==> src/core/optcfg_pkg.sv <==
// Package with offsets, field positions and timing counts of the option block.
package optcfg_pkg;

    localparam logic [3:0] OPT_ADDR_TWO = 4'hE;
    localparam logic [3:0] OPT_ADDR_ONE = 4'hF;
    localparam logic [15:0] OPT_BASE_ADDR = 16'h0010;

    localparam logic [7:0] OPT_TWO_RESET = 8'h00;
    localparam logic [7:0] OPT_ONE_RESET = 8'h00;

    // Field positions in option register two.
    localparam int OPT2_SERIAL_SRC_BIT = 0;
    localparam int OPT2_OSC_IN_STOP_BIT = 1;
    localparam int OPT2_TIMEBASE_BIT = 3;
    localparam int OPT2_EXT_CLK_EN_BIT = 4;
    localparam int OPT2_SLOW_BIT = 5;
    localparam int OPT2_XTAL_EN_BIT = 6;
    // Field position in option register one.
    localparam int OPT1_LV_MODE_BIT = 4;

    localparam int STAB_XTAL_CYCLES = 4096;
    localparam int STAB_CLOCK_CYCLES = 16;
    localparam int TB_PRESCALE_DIV = 128;

    typedef enum logic [1:0] {
        OPT_FREQ_WIDE,
        OPT_FREQ_XTAL_FAST,
        OPT_FREQ_XTAL_SLOW
    } optcfg_freq_t;

    typedef struct packed {
        logic serial_clock_source_select;
        logic oscillator_on_in_stop;
        logic timebase_prescale_select;
        logic external_clock_enable;
        logic slow_crystal_select;
        logic crystal_enable;
        logic low_voltage_mode_select;
    } optcfg_opts_t;

    typedef struct packed {
        logic osc1_is_clock;
        logic osc2_is_crystal;
        logic ext_osc_on;
    } optcfg_pins_t;

endpackage

==> src/core/optcfg_top.sv <==
// Write-once option registers with their clocking option decodes.
//
// Chosen here: the Avalon-MM interface to the registers and the placing of the registers.
`timescale 1ns/1ps
module optcfg_top (
    input wire logic core_clk_in,
    input wire logic reset_n_in,
    input wire logic por_n_in,
    input wire logic [15:0] avs_address_in,
    input wire logic avs_read_in,
    input wire logic avs_write_in,
    input wire logic [7:0] avs_writedata_in,
    output logic [7:0] avs_readdata_out,
    output logic avs_waitrequest_out,
    input wire logic bus_clk_in,
    input wire logic internal_generated_clock_in,
    input wire logic external_generated_clock_in,
    input wire logic clock_select_ext_in,
    input wire logic stop_mode_in,
    output logic serial_clock_out,
    output logic oscillator_output_clock_out,
    output optcfg_pkg::optcfg_opts_t opts_out,
    output optcfg_pkg::optcfg_pins_t pins_out,
    output optcfg_pkg::optcfg_freq_t monitor_range_out,
    output logic [12:0] stab_timeout_out,
    output logic [7:0] timebase_prediv_out,
    output logic [1:0] locked_out
);
    import optcfg_pkg::*;

    logic [7:0] reg_two;
    logic [7:0] reg_one;
    logic [1:0] lock;
    logic sel_two;
    logic sel_one;
    logic [7:0] rdata_d;
    logic [7:0] rdata_q;
    logic wait_d;
    logic wait_q;
    optcfg_opts_t opts_d;
    optcfg_opts_t opts_q;
    optcfg_pins_t pins_d;
    optcfg_pins_t pins_q;
    optcfg_freq_t range_d;
    optcfg_freq_t range_q;
    logic [12:0] stab_d;
    logic [12:0] stab_q;
    logic [7:0] prediv_d;
    logic [7:0] prediv_q;
    logic xclk_d;
    logic xclk_q;
    logic sclk_d;
    logic sclk_q;
    logic [1:0] lock_q;

    function automatic logic addr_hit(input logic [15:0] a,
                                      input logic [3:0] off);
        addr_hit = (a == (OPT_BASE_ADDR | {12'h000, off}));
    endfunction

    assign sel_two = addr_hit(avs_address_in, OPT_ADDR_TWO);
    assign sel_one = addr_hit(avs_address_in, OPT_ADDR_ONE);

    optcfg_wonce #(
        .RESET_VAL(OPT_TWO_RESET),
        .KEEP_MASK(8'h00)
    ) u_two (
        .core_clk_in(core_clk_in),
        .reset_n_in(reset_n_in),
        .por_n_in(por_n_in),
        .wr_in(avs_write_in && sel_two && !wait_q),
        .wdata_in(avs_writedata_in),
        .value_out(reg_two),
        .locked_out(lock[0])
    );

    optcfg_wonce #(
        .RESET_VAL(OPT_ONE_RESET),
        .KEEP_MASK(8'h01 << OPT1_LV_MODE_BIT)
    ) u_one (
        .core_clk_in(core_clk_in),
        .reset_n_in(reset_n_in),
        .por_n_in(por_n_in),
        .wr_in(avs_write_in && sel_one && !wait_q),
        .wdata_in(avs_writedata_in),
        .value_out(reg_one),
        .locked_out(lock[1])
    );

    // Bus: one wait cycle per request, answer on the second edge.
    always_comb
    begin
        wait_d = 1'b1;
        rdata_d = rdata_q;
        if ((avs_read_in || avs_write_in) && wait_q)
        begin
            wait_d = 1'b0;
        end
        if (avs_read_in && wait_q)
        begin
            rdata_d = sel_two ? reg_two : (sel_one ? reg_one : 8'h00);
        end
    end

    always_comb
    begin
        opts_d.serial_clock_source_select = reg_two[OPT2_SERIAL_SRC_BIT];
        opts_d.oscillator_on_in_stop = reg_two[OPT2_OSC_IN_STOP_BIT];
        opts_d.timebase_prescale_select = reg_two[OPT2_TIMEBASE_BIT];
        opts_d.external_clock_enable = reg_two[OPT2_EXT_CLK_EN_BIT];
        opts_d.slow_crystal_select = reg_two[OPT2_SLOW_BIT];
        opts_d.crystal_enable = reg_two[OPT2_XTAL_EN_BIT];
        opts_d.low_voltage_mode_select = reg_one[OPT1_LV_MODE_BIT];
        pins_d.ext_osc_on = opts_d.external_clock_enable;
        pins_d.osc1_is_clock = opts_d.external_clock_enable;
        pins_d.osc2_is_crystal = opts_d.external_clock_enable
                                 && opts_d.crystal_enable;
        stab_d = pins_d.osc2_is_crystal ? 13'(STAB_XTAL_CYCLES)
                                        : 13'(STAB_CLOCK_CYCLES);
        if (!pins_d.osc2_is_crystal)
        begin
            range_d = OPT_FREQ_WIDE;
        end
        else if (opts_d.slow_crystal_select)
        begin
            range_d = OPT_FREQ_XTAL_SLOW;
        end
        else
        begin
            range_d = OPT_FREQ_XTAL_FAST;
        end
        prediv_d = opts_d.timebase_prescale_select
                   ? 8'(TB_PRESCALE_DIV) : 8'h01;
        xclk_d = clock_select_ext_in ? external_generated_clock_in
                                     : internal_generated_clock_in;
        if (stop_mode_in && !opts_d.oscillator_on_in_stop)
        begin
            xclk_d = 1'b0;
        end
        sclk_d = opts_d.serial_clock_source_select ? bus_clk_in : xclk_d;
        if (stop_mode_in && !opts_d.oscillator_on_in_stop)
        begin
            sclk_d = 1'b0;
        end
    end

    always_ff @(posedge core_clk_in or negedge reset_n_in)
    begin
        if (!reset_n_in)
        begin
            rdata_q <= 8'h00;
            wait_q <= 1'b1;
            opts_q <= '0;
            pins_q <= '0;
            range_q <= OPT_FREQ_WIDE;
            stab_q <= 13'(STAB_CLOCK_CYCLES);
            prediv_q <= 8'h01;
            xclk_q <= 1'b0;
            sclk_q <= 1'b0;
            lock_q <= 2'h0;
        end
        else
        begin
            rdata_q <= rdata_d;
            wait_q <= wait_d;
            opts_q <= opts_d;
            pins_q <= pins_d;
            range_q <= range_d;
            stab_q <= stab_d;
            prediv_q <= prediv_d;
            xclk_q <= xclk_d;
            sclk_q <= sclk_d;
            lock_q <= lock;
        end
    end

    assign avs_readdata_out = rdata_q;
    assign avs_waitrequest_out = wait_q;
    assign opts_out = opts_q;
    assign pins_out = pins_q;
    assign monitor_range_out = range_q;
    assign stab_timeout_out = stab_q;
    assign timebase_prediv_out = prediv_q;
    assign oscillator_output_clock_out = xclk_q;
    assign serial_clock_out = sclk_q;
    assign locked_out = lock_q;

    chk_write_once_two: assert property (@(posedge core_clk_in)
        disable iff (!reset_n_in)
        lock[0] |=> $stable(reg_two) || !lock[0])
        else $error("option register two changed after lock");

    chk_lock_sets: assert property (@(posedge core_clk_in)
        disable iff (!reset_n_in)
        (avs_write_in && sel_two && !wait_q) |=> lock[0])
        else $error("lock of register two not set by write");

    chk_stab_count: assert property (@(posedge core_clk_in)
        disable iff (!reset_n_in)
        pins_d.osc2_is_crystal |=> stab_q == 13'd4096)
        else $error("stabilization timeout wrong");

    chk_xtal_gate: assert property (@(posedge core_clk_in)
        disable iff (!reset_n_in)
        pins_q.osc2_is_crystal |-> pins_q.osc1_is_clock)
        else $error("crystal active without external clock");

    chk_stop_low: assert property (@(posedge core_clk_in)
        disable iff (!reset_n_in)
        (stop_mode_in && !opts_d.oscillator_on_in_stop) |=> !xclk_q && !sclk_q)
        else $error("clock running in stop mode");

    chk_prescale: assert property (@(posedge core_clk_in)
        disable iff (!reset_n_in)
        opts_d.timebase_prescale_select |=> prediv_q == 8'd128)
        else $error("timebase prescaler not 128");

    chk_serial_src: assert property (@(posedge core_clk_in)
        disable iff (!reset_n_in)
        (opts_d.serial_clock_source_select && !stop_mode_in)
            |=> sclk_q == $past(bus_clk_in))
        else $error("serial clock not bus clock");

    chk_read_data: assert property (@(posedge core_clk_in)
        disable iff (!reset_n_in)
        (avs_read_in && wait_q && sel_one) |=> rdata_q == $past(reg_one))
        else $error("read data mismatch");

    chk_slow_range: assert property (@(posedge core_clk_in)
        disable iff (!reset_n_in)
        (pins_d.osc2_is_crystal && opts_d.slow_crystal_select)
            |=> range_q == OPT_FREQ_XTAL_SLOW)
        else $error("slow range not selected");

    chk_write_once_one: assert property (@(posedge core_clk_in)
        disable iff (!reset_n_in)
        lock[1] |=> $stable(reg_one) || !lock[1])
        else $error("option register one changed after lock");

    chk_lock_one: assert property (@(posedge core_clk_in)
        disable iff (!reset_n_in)
        (avs_write_in && sel_one && !wait_q) |=> lock[1])
        else $error("lock of register one not set by write");

    chk_ext_off_pins: assert property (@(posedge core_clk_in)
        disable iff (!reset_n_in)
        !opts_d.external_clock_enable |=> !pins_q.osc1_is_clock
            && !pins_q.osc2_is_crystal && !pins_q.ext_osc_on)
        else $error("oscillator pins taken without external clock");

    chk_square_wave: assert property (@(posedge core_clk_in)
        disable iff (!reset_n_in)
        (opts_d.external_clock_enable && !opts_d.crystal_enable)
            |=> pins_q.osc1_is_clock && !pins_q.osc2_is_crystal)
        else $error("square wave pin setting wrong");

    chk_crystal_pins: assert property (@(posedge core_clk_in)
        disable iff (!reset_n_in)
        (opts_d.external_clock_enable && opts_d.crystal_enable)
            |=> pins_q.osc1_is_clock && pins_q.osc2_is_crystal)
        else $error("crystal pin setting wrong");

    chk_wide_range: assert property (@(posedge core_clk_in)
        disable iff (!reset_n_in)
        !pins_d.osc2_is_crystal |=> range_q == OPT_FREQ_WIDE)
        else $error("wide range not selected");

    chk_fast_range: assert property (@(posedge core_clk_in)
        disable iff (!reset_n_in)
        (pins_d.osc2_is_crystal && !opts_d.slow_crystal_select)
            |=> range_q == OPT_FREQ_XTAL_FAST)
        else $error("fast range not selected");

    chk_short_stab: assert property (@(posedge core_clk_in)
        disable iff (!reset_n_in)
        !pins_d.osc2_is_crystal |=> stab_q == 13'd16)
        else $error("short stabilization timeout wrong");

    chk_prescale_off: assert property (@(posedge core_clk_in)
        disable iff (!reset_n_in)
        !opts_d.timebase_prescale_select |=> prediv_q == 8'd1)
        else $error("timebase prescaler not bypassed");

    chk_osc_external: assert property (@(posedge core_clk_in)
        disable iff (!reset_n_in)
        (clock_select_ext_in && !stop_mode_in)
            |=> xclk_q == $past(external_generated_clock_in))
        else $error("oscillator clock not external clock");

    chk_osc_internal: assert property (@(posedge core_clk_in)
        disable iff (!reset_n_in)
        (!clock_select_ext_in && !stop_mode_in)
            |=> xclk_q == $past(internal_generated_clock_in))
        else $error("oscillator clock not internal clock");

    chk_serial_osc: assert property (@(posedge core_clk_in)
        disable iff (!reset_n_in)
        (!opts_d.serial_clock_source_select && !stop_mode_in)
            |=> sclk_q == xclk_q)
        else $error("serial clock not oscillator clock");
endmodule

==> src/core/optcfg_wonce.sv <==
// One byte register that accepts only its first write after each system reset.
`timescale 1ns/1ps
module optcfg_wonce #(
    parameter logic [7:0] RESET_VAL = 8'h00,
    parameter logic [7:0] KEEP_MASK = 8'h00
)(
    input wire logic core_clk_in,
    input wire logic reset_n_in,
    input wire logic por_n_in,
    input wire logic wr_in,
    input wire logic [7:0] wdata_in,
    output logic [7:0] value_out,
    output logic locked_out
);
    logic [7:0] val_q;
    logic [7:0] val_d;
    logic lock_q;
    logic lock_d;
    logic [7:0] keep_q;
    logic [7:0] keep_d;

    always_comb
    begin
        val_d = val_q;
        lock_d = lock_q;
        keep_d = keep_q;
        if (wr_in && !lock_q)
        begin
            val_d = wdata_in;
            keep_d = wdata_in & KEEP_MASK;
            lock_d = 1'b1;
        end
    end

    always_ff @(posedge core_clk_in or negedge reset_n_in)
    begin
        if (!reset_n_in)
        begin
            val_q <= RESET_VAL;
            lock_q <= 1'b0;
        end
        else
        begin
            val_q <= val_d;
            lock_q <= lock_d;
        end
    end

    // Bits in the keep mask survive system reset; only power-on clears them.
    always_ff @(posedge core_clk_in or negedge por_n_in)
    begin
        if (!por_n_in)
        begin
            keep_q <= 8'h00;
        end
        else
        begin
            keep_q <= keep_d;
        end
    end

    assign value_out = (val_q & ~KEEP_MASK) | keep_q;
    assign locked_out = lock_q;
endmodule

==> config.mk <==
export PLATFORM = sky130hd
export DESIGN_NAME = optcfg_top
export DESIGN_NICKNAME = d
export VERILOG_FILES = /design/src/core/optcfg_pkg.sv /design/src/core/optcfg_top.sv /design/src/core/optcfg_wonce.sv
export SDC_FILE = /design/constraint.sdc
export NUM_CORES = 1
export LEC_CHECK = 0
export BUFFER_PORTS_ARGS = -buffer_cell sky130_fd_sc_hd__buf_2
export CAP_MARGIN = 20
export CORE_ASPECT_RATIO = 1.4
export CORE_MARGIN = 2
export CORE_UTILIZATION = 50
export DETAILED_ROUTE_END_ITERATION = 6
export HOLD_SLACK_MARGIN = 0.06
export PLACE_DENSITY_LB_ADDON = 0.1
export SLEW_MARGIN = 25
export SYNTH_ARGS = -nofsm -noshare
export SYNTH_HDL_FRONTEND = slang
export SYNTH_SLANG_ARGS = --single-unit
==> constraint.sdc <==
create_clock -name core_clk_in -period 4.16 [get_ports core_clk_in]
set_clock_uncertainty 0.1 [all_clocks]
set_input_delay 0.208 -clock core_clk_in [delete_from_list [all_inputs] [get_ports core_clk_in]]
set_output_delay 0.208 -clock core_clk_in [all_outputs]
set_load 0.05 [all_outputs]
==> results of run 1 <==
## power by group through the flow
stage / Sequential [mW] / Clock [mW] / Combinational, mW
global route: 0.423 / 0.312 / 0.100
CTS: 0.422 / 0.292 / 0.0911
global placement: 0.430 / 0 / 0.0827
detailed placement: 0.430 / 0 / 0.0836
finish: 0.422 / 0.285 / 0.0937
floorplan: 0.438 / 0 / 0.0576
## layout make-up
type	instances	area share, %
clock inverter	1	0.334
tap	40	2.22
sequential	43	48.0
multi-input combinational	79	26.1
timing repair buffer	72	18.7
clock buffer	7	4.28
inverter	2	0.334
## cell families after synthesis
logic type | count (synthesis)
mux | 25
other cells | 1
buf+inv | 25
compound gates | 10
flops | 43
simple gates | 27
## worst max-delay path, stage by stage
cell and delay (ps):
dlygate4sd3_1 530, buf_2 110, nand2b_1 130, nor4b_4 610, mux2_2 410
## path summary, 6_finish.rpt
kind                                                from                             to  slack (ps)  depth (start not counted)
min in group asynchronous                       por_n_in    u_one.keep_q[4]$_DFFE_PN0P_         120                          2
max in group asynchronous                     reset_n_in  avs_waitrequest_out$_DFF_PN1_        3180                          3
hold / removal                       avs_writedata_in[6]     u_two.val_q[6]$_DFFE_PN0P_          70                          2
hold reg to reg              u_one.keep_q[4]$_DFFE_PN0P_          opts_out[0]$_DFF_PN0_         310                          0
setup reg to reg           avs_waitrequest_out$_DFF_PN1_     u_one.val_q[6]$_DFFE_PN0P_        2330                          3
setup / recovery                            avs_write_in     u_one.val_q[6]$_DFFE_PN0P_        2230                          5
## synth_stat cells (all sizes together)
library cell  count  area share [%]
and3              1            0.35
mux2             16              10
nand2b            1            0.35
nor2              3            0.63
dfrtp            40              56
clkbuf            2            0.42
a21oi             1            0.28
or2               3             1.1
and3b             1            0.49
nand4             1            0.70
nand2            10             2.1
conb              1            0.21
mux2i             9             5.1
nor3              1            0.28
nor4              3             3.1
nor4b             1             1.3
nor2b             1            0.35
and4bb            1            0.70
dfstp             3             4.4
inv               2            0.42
buf              21             8.9
o21ai             9             2.5
## through the flow
step,std cells,worst slack [ps]
2_1_floorplan,147,2380
3_3_place_gp,226,2040
3_5_place_dp,226,1990
4_1_cts,243,2260
5_1_grt,244,2150
6_report,244,2230
## what timing repair did
item,in CTS,in global routing
setup endpoints to repair,0,0
hold endpoints to repair,47,0
hold buffers,9,0
## state kept, by name, indices dropped and copies added, names as in the netlist
name / count
avs_readdata_out: 8
u_two.val_q: 8
u_one.val_q: 7
opts_out: 6
locked_out: 2
monitor_range_out: 2
stab_timeout_out: 2
avs_waitrequest_out: 1
oscillator_output_clock_out: 1
pins_out: 1
serial_clock_out: 1
timebase_prediv_out: 1
u_one.keep_q: 1
u_one.locked_out: 1
u_two.locked_out: 1
## per-layer routing
layer	vias up	share of wire, %
li1	546	-
met2	51	54
met4	0	1.7
met5	-	0
met3	7	7.3
met1	582	37
==> results.sh, run 1 <==
export IMPL_initial_core_util_pct=52.7
export IMPL_met3_usage_pct=5.02
export IMPL_gp_congestion=0.677
export IMPL_power_density_nw_per_um2=356
export IMPL_synth_top_family_by_area="multiplexers"
export IMPL_synthSimpleGateAreaFrac_pct=11.5
export IMPL_cts_buffer_depth=2
export IMPL_gr_usage_met1_pct=22.1
export IMPL_hold_class="input pin to flip-flop"
export IMPL_drive_gt1_share_pct=48.5
export IMPL_die_w_um=54.4
export IMPL_synth_xor_xnor_area_share_pct=0
export IMPL_cts_setup_buffers=0
export IMPL_ys_seq_area_share_pct=60.6
export IMPL_mostFrequentLayoutCell="buf_2"
export IMPL_cts_resized=0
export IMPL_dieArea_um2=4060
export IMPL_synth_adder_area_share_pct=0
export IMPL_hpwl_um=2510
export IMPL_ys_seq_elements=43
export IMPL_setup_viol=0
export IMPL_wl_per_cell_um=14.5
export IMPL_start_kind="input pin"
export IMPL_grt_max_degree=43
export IMPL_internal_power_uw=598
export IMPL_timing_fmax_mhz=519
export IMPL_fin_nets=237
export IMPL_most_common_layout_cells="buf_2, dfrtp_1, conb_1"
export IMPL_synth_compound_area_share_pct=2.81
export IMPL_antenna_found_initial=0
export IMPL_multiInputGateArea_um2=588
export IMPL_row_count=25
export IMPL_drtAntennaViolNets=0
export IMPL_yosys_mux_area_fraction_pct=15.2
export IMPL_fillers=251
export IMPL_path_max_fanout=9
export IMPL_die_h_um=74.6
export IMPL_crit_type="input pin to flip-flop"
export IMPL_yosys_warnings=0
export IMPL_gr_usage_all_layers_pct=19.6
export IMPL_fin_crit_sh_pct=46.4
export IMPL_wl_um=3550
export IMPL_p_clk_share_pct=35.6
export IMPL_finalSetupTns_ps=0
export IMPL_avgSynthCellArea_um2=13.6
export IMPL_p_leak_nw=1.25
export IMPL_syn_to_final_growth_pct=26.4
export IMPL_power_uw=801
export IMPL_grt_pass1_wl_um=5540
export IMPL_utilization_pct=66.6
export IMPL_hold_ws_ps=65.9
export IMPL_syn_instance_count=131
export IMPL_worst_endpoint_arrival_ps=2010
export IMPL_rsz0062_at_grt="no"
export IMPL_clkTransAtPathRegs_ps=80
export IMPL_vdd_drop_max_mv=0.256
export IMPL_cts_tree="done"
export IMPL_grt_overflow=0
export IMPL_viasPerCell=4.86
export IMPL_regArea_um2=1080
export IMPL_cts_buffers=5
export IMPL_placed_cell_area_um2=2040
export IMPL_clockRootBuffer="clkbuf_8"
export IMPL_required_ps=4240
export IMPL_power_switching_uw=203
export IMPL_drtPass1Iterations=4
export IMPL_core_area_um2=3380
export IMPL_worst_pin_slew_ps=666
export IMPL_grt_pass1_vias=1196
export IMPL_swShare_pct=25.4
export IMPL_port_buffers=62
export IMPL_n_antenna_cell=0
export IMPL_synth_area_um2=1780
export IMPL_p_comb_share_pct=11.7
export IMPL_drt_iter0_markers=19
export IMPL_remaining_drc_errors=0
export IMPL_yosys_cell_types_count=23
export IMPL_cts_sinks=43
export IMPL_end_kind="flip-flop"
export IMPL_grt_util_met2_pct=34.3
export IMPL_slew_limit_headroom_pct=55.4
export IMPL_outcome="completed"
export IMPL_busiest_layer="met2"
export IMPL_htreeDepth=2
export IMPL_min_period_ps=1930
export IMPL_vias=1186
export IMPL_io_pins=80
export IMPL_slew_violations=0
export IMPL_hold_viol=0
export IMPL_postLayoutCellArea_um2=2250
export IMPL_cap_violations=0
export IMPL_power_frac_seq_pct=52.7
export IMPL_clock_latency_ps=290
No activity file was read; power rests on OpenSTA's default activity.
==> inputs of run 2 (changes only) <==
--- a/config.mk
+++ b/config.mk
@@ -9,7 +9,7 @@
 export CAP_MARGIN = 20
 export CORE_ASPECT_RATIO = 1.4
 export CORE_MARGIN = 2
-export CORE_UTILIZATION = 50
+export CORE_UTILIZATION = 42
 export DETAILED_ROUTE_END_ITERATION = 6
 export HOLD_SLACK_MARGIN = 0.06
 export PLACE_DENSITY_LB_ADDON = 0.1
==> constraint.sdc (replaced) <==
create_clock -name core_clk_in -period 1.7 [get_ports core_clk_in]
set_clock_uncertainty 0.1 [all_clocks]
set_input_delay 0.085 -clock core_clk_in [delete_from_list [all_inputs] [get_ports core_clk_in]]
set_output_delay 0.085 -clock core_clk_in [all_outputs]
set_load 0.05 [all_outputs]
==> run 2 against run 1 <==
  * Hold slack improved by 60 ps
  * Die area grew 18%
  * Sequential power rose by 140%
  * Combinational power grew to 2.6 times the previous value
  * Utilization shrank 9.4 points
  * Sequential share of layout area fell by 2.3 points
  * Setup slack got worse by 2100 ps
  * Global-route usage is 4.1 points lower
  * Via count up 3.0%
  * Critical endpoint is now u_one.val_q[7]$_DFFE_PN0P_
  * Largest cell class unchanged
  * Highest routed layer unchanged
==> results.sh, run 2 (synthesized netlist as in run 1, its figures left out) <==
export IMPL_utilization_pct=57.2
export IMPL_setup_slack_ps=139
export IMPL_slowest_delay_ps=390
export IMPL_cts_buffers=5
export IMPL_clockRootBuffer="clkbuf_8"
export IMPL_antenna_found_initial=0
export IMPL_power_frac_seq_pct=53.5
export IMPL_internal_power_mw=1.40
export IMPL_swShare_pct=27.4
export IMPL_initial_core_util_pct=43.1
export IMPL_cp_cell_sequence="nand2b_4, nor4b_4, buf_4, mux2_2"
export IMPL_whs_path_depth=3
export IMPL_grt_overflow=0
export IMPL_drtAntennaViolNets=0
export IMPL_rrSetupSlack_ps=140
export IMPL_end_kind="flip-flop"
export IMPL_drtPass1Iterations=3
export IMPL_gr_usage_all_layers_pct=15.5
export IMPL_remaining_drc_errors=0
export IMPL_most_common_layout_cells="buf_2, dfrtp_1, conb_1, dlygate4sd3_1, mux2_2"
export IMPL_dieArea_um2=4780
export IMPL_hpwl_um=2560
export IMPL_dpl_cell_count=238
export IMPL_wl_um=3410
export IMPL_viasPerCell=4.65
export IMPL_required_ps=1790
export IMPL_drive_gt1_share_pct=48.6
export IMPL_cp_startpoint="avs_waitrequest_out$_DFF_PN1_"
export IMPL_start_kind="flip-flop"
export IMPL_hold_start="avs_address_in[0]"
export IMPL_die_h_um=81.0
export IMPL_crit_path_top_delay_cell="dfstp_2"
export IMPL_hold_end="avs_readdata_out[2]$_DFFE_PN0P_"
export IMPL_grt_pass1_wl_um=5470
export IMPL_slew_violations=0
export IMPL_core_area_um2=4130
export IMPL_cts_tree="done"
export IMPL_min_period_ps=1560
export IMPL_vdd_drop_max_mv=0.444
export IMPL_worst_endpoint_arrival_ps=1650
export IMPL_p_leak_nw=1.31
export IMPL_fin_crit_sh_pct=91.8
export IMPL_die_w_um=59.0
export IMPL_row_count=28
export IMPL_n_antenna_cell=0
export IMPL_crit_type="flip-flop to flip-flop"
export IMPL_fin_nets=251
export IMPL_mostFrequentLayoutCell="buf_2"
export IMPL_gp_congestion=0.730
export IMPL_vias=1222
export IMPL_worstRegToRegCells=4
export IMPL_p_comb_share_pct=12.7
export IMPL_htreeDepth=2
export IMPL_grt_max_degree=43
export IMPL_reg2reg_from="avs_waitrequest_out$_DFF_PN1_"
export IMPL_grt_pass1_vias=1269
export IMPL_cts_sinks=43
export IMPL_clock_latency_ps=300
export IMPL_slew_limit_headroom_pct=66.0
export IMPL_cts_buffer_depth=2
export IMPL_cts_setup_buffers=0
export IMPL_power_density_nw_per_um2=817
export IMPL_drt_iter0_markers=12
export IMPL_hold_viol=0
export IMPL_worst_pin_slew_ps=510
export IMPL_p_clk_share_pct=33.7
export IMPL_rr_endpoint="u_one.val_q[7]$_DFFE_PN0P_"
export IMPL_outcome="completed"
export IMPL_timing_fmax_mhz=641
export IMPL_hold_ws_ps=126
export IMPL_power_switching_uw=529
export IMPL_wl_per_cell_um=13.0
export IMPL_setup_viol=0
export IMPL_port_buffers=62
export IMPL_hold_class="input pin to flip-flop"
export IMPL_clkTransAtPathRegs_ps=80
export IMPL_dp_slack_ps=-67.3
export IMPL_final_cells=263
export IMPL_path_max_fanout=6
export IMPL_io_pins=80
export IMPL_rsz0062_at_grt="no"
export IMPL_cap_violations=0
export IMPL_syn_to_final_growth_pct=32.8
-- run 2: area by class of cell --
cell class | count | area (um2)
inverters | 2 | 7.51
repair buffers | 86 | 533
fillers | 378 | 1770
clock inverters | 3 | 23.8
multi-input cells | 79 | 596
flip-flops and latches | 43 | 1080
clock buffers | 5 | 68.8
well taps | 45 | 56.3
-- run 2: worst max path at each step --
stage                                  endpoint  slack, ps  cells past startpoint
floorplan           u_one.keep_q[4]$_DFFE_PN0P_        -20                      3
global placement     u_one.val_q[0]$_DFFE_PN0P_        -60                      6
detailed placement   u_one.val_q[7]$_DFFE_PN0P_        -70                      6
CTS                  u_one.val_q[7]$_DFFE_PN0P_        120                      4
global route         u_one.val_q[7]$_DFFE_PN0P_         80                      4
finish               u_one.val_q[7]$_DFFE_PN0P_        140                      4
-- run 2: through the flow --
stage	cell area, um2	power [mW]	setup TNS (ps)
final	2360	1.93	0
after global routing	2360	2.02	0
after CTS	2360	1.96	0
after detailed placement	2100	1.27	-690
after global placement	2100	1.27	-555
after floorplan	1850	1.22	-144
-- run 2: timing repair --
action | CTS | global route
hold buffers | 17 | 0
endpoints found under the hold margin | 59 | 0
setup endpoints to repair | 0 | 0
resized for setup | 0 | 0
-- run 2: power groups by stage --
stage / logic [mW] / registers [mW] / clock network [mW]
finish: 0.246 / 1.03 / 0.652
global route: 0.264 / 1.03 / 0.719
CTS: 0.248 / 1.03 / 0.675
detailed placement: 0.214 / 1.05 / 0
global placement: 0.213 / 1.05 / 0
floorplan: 0.144 / 1.07 / 0
-- run 2: routing by layer --
layer | part of all wire, % | wire, um | global-route usage, % | vias to the layer above
met2 | 54 | 1840 | 27.3 | 52
met5 | 0 | 0 | 0 | -
met1 | 37 | 1260 | 16.7 | 588
li1 | - | - | - | 576
met4 | 1.7 | 57 | 6.82 | 0
met3 | 7.1 | 242 | 4.94 | 6
-- run 2: worst max-delay path, delay by kind of cell (launching register included) --
family,cells,cell delay (ps)
and+or+nand+nor,2,440
DFF,1,390
buffers and inverters,1,190
muxes,1,330
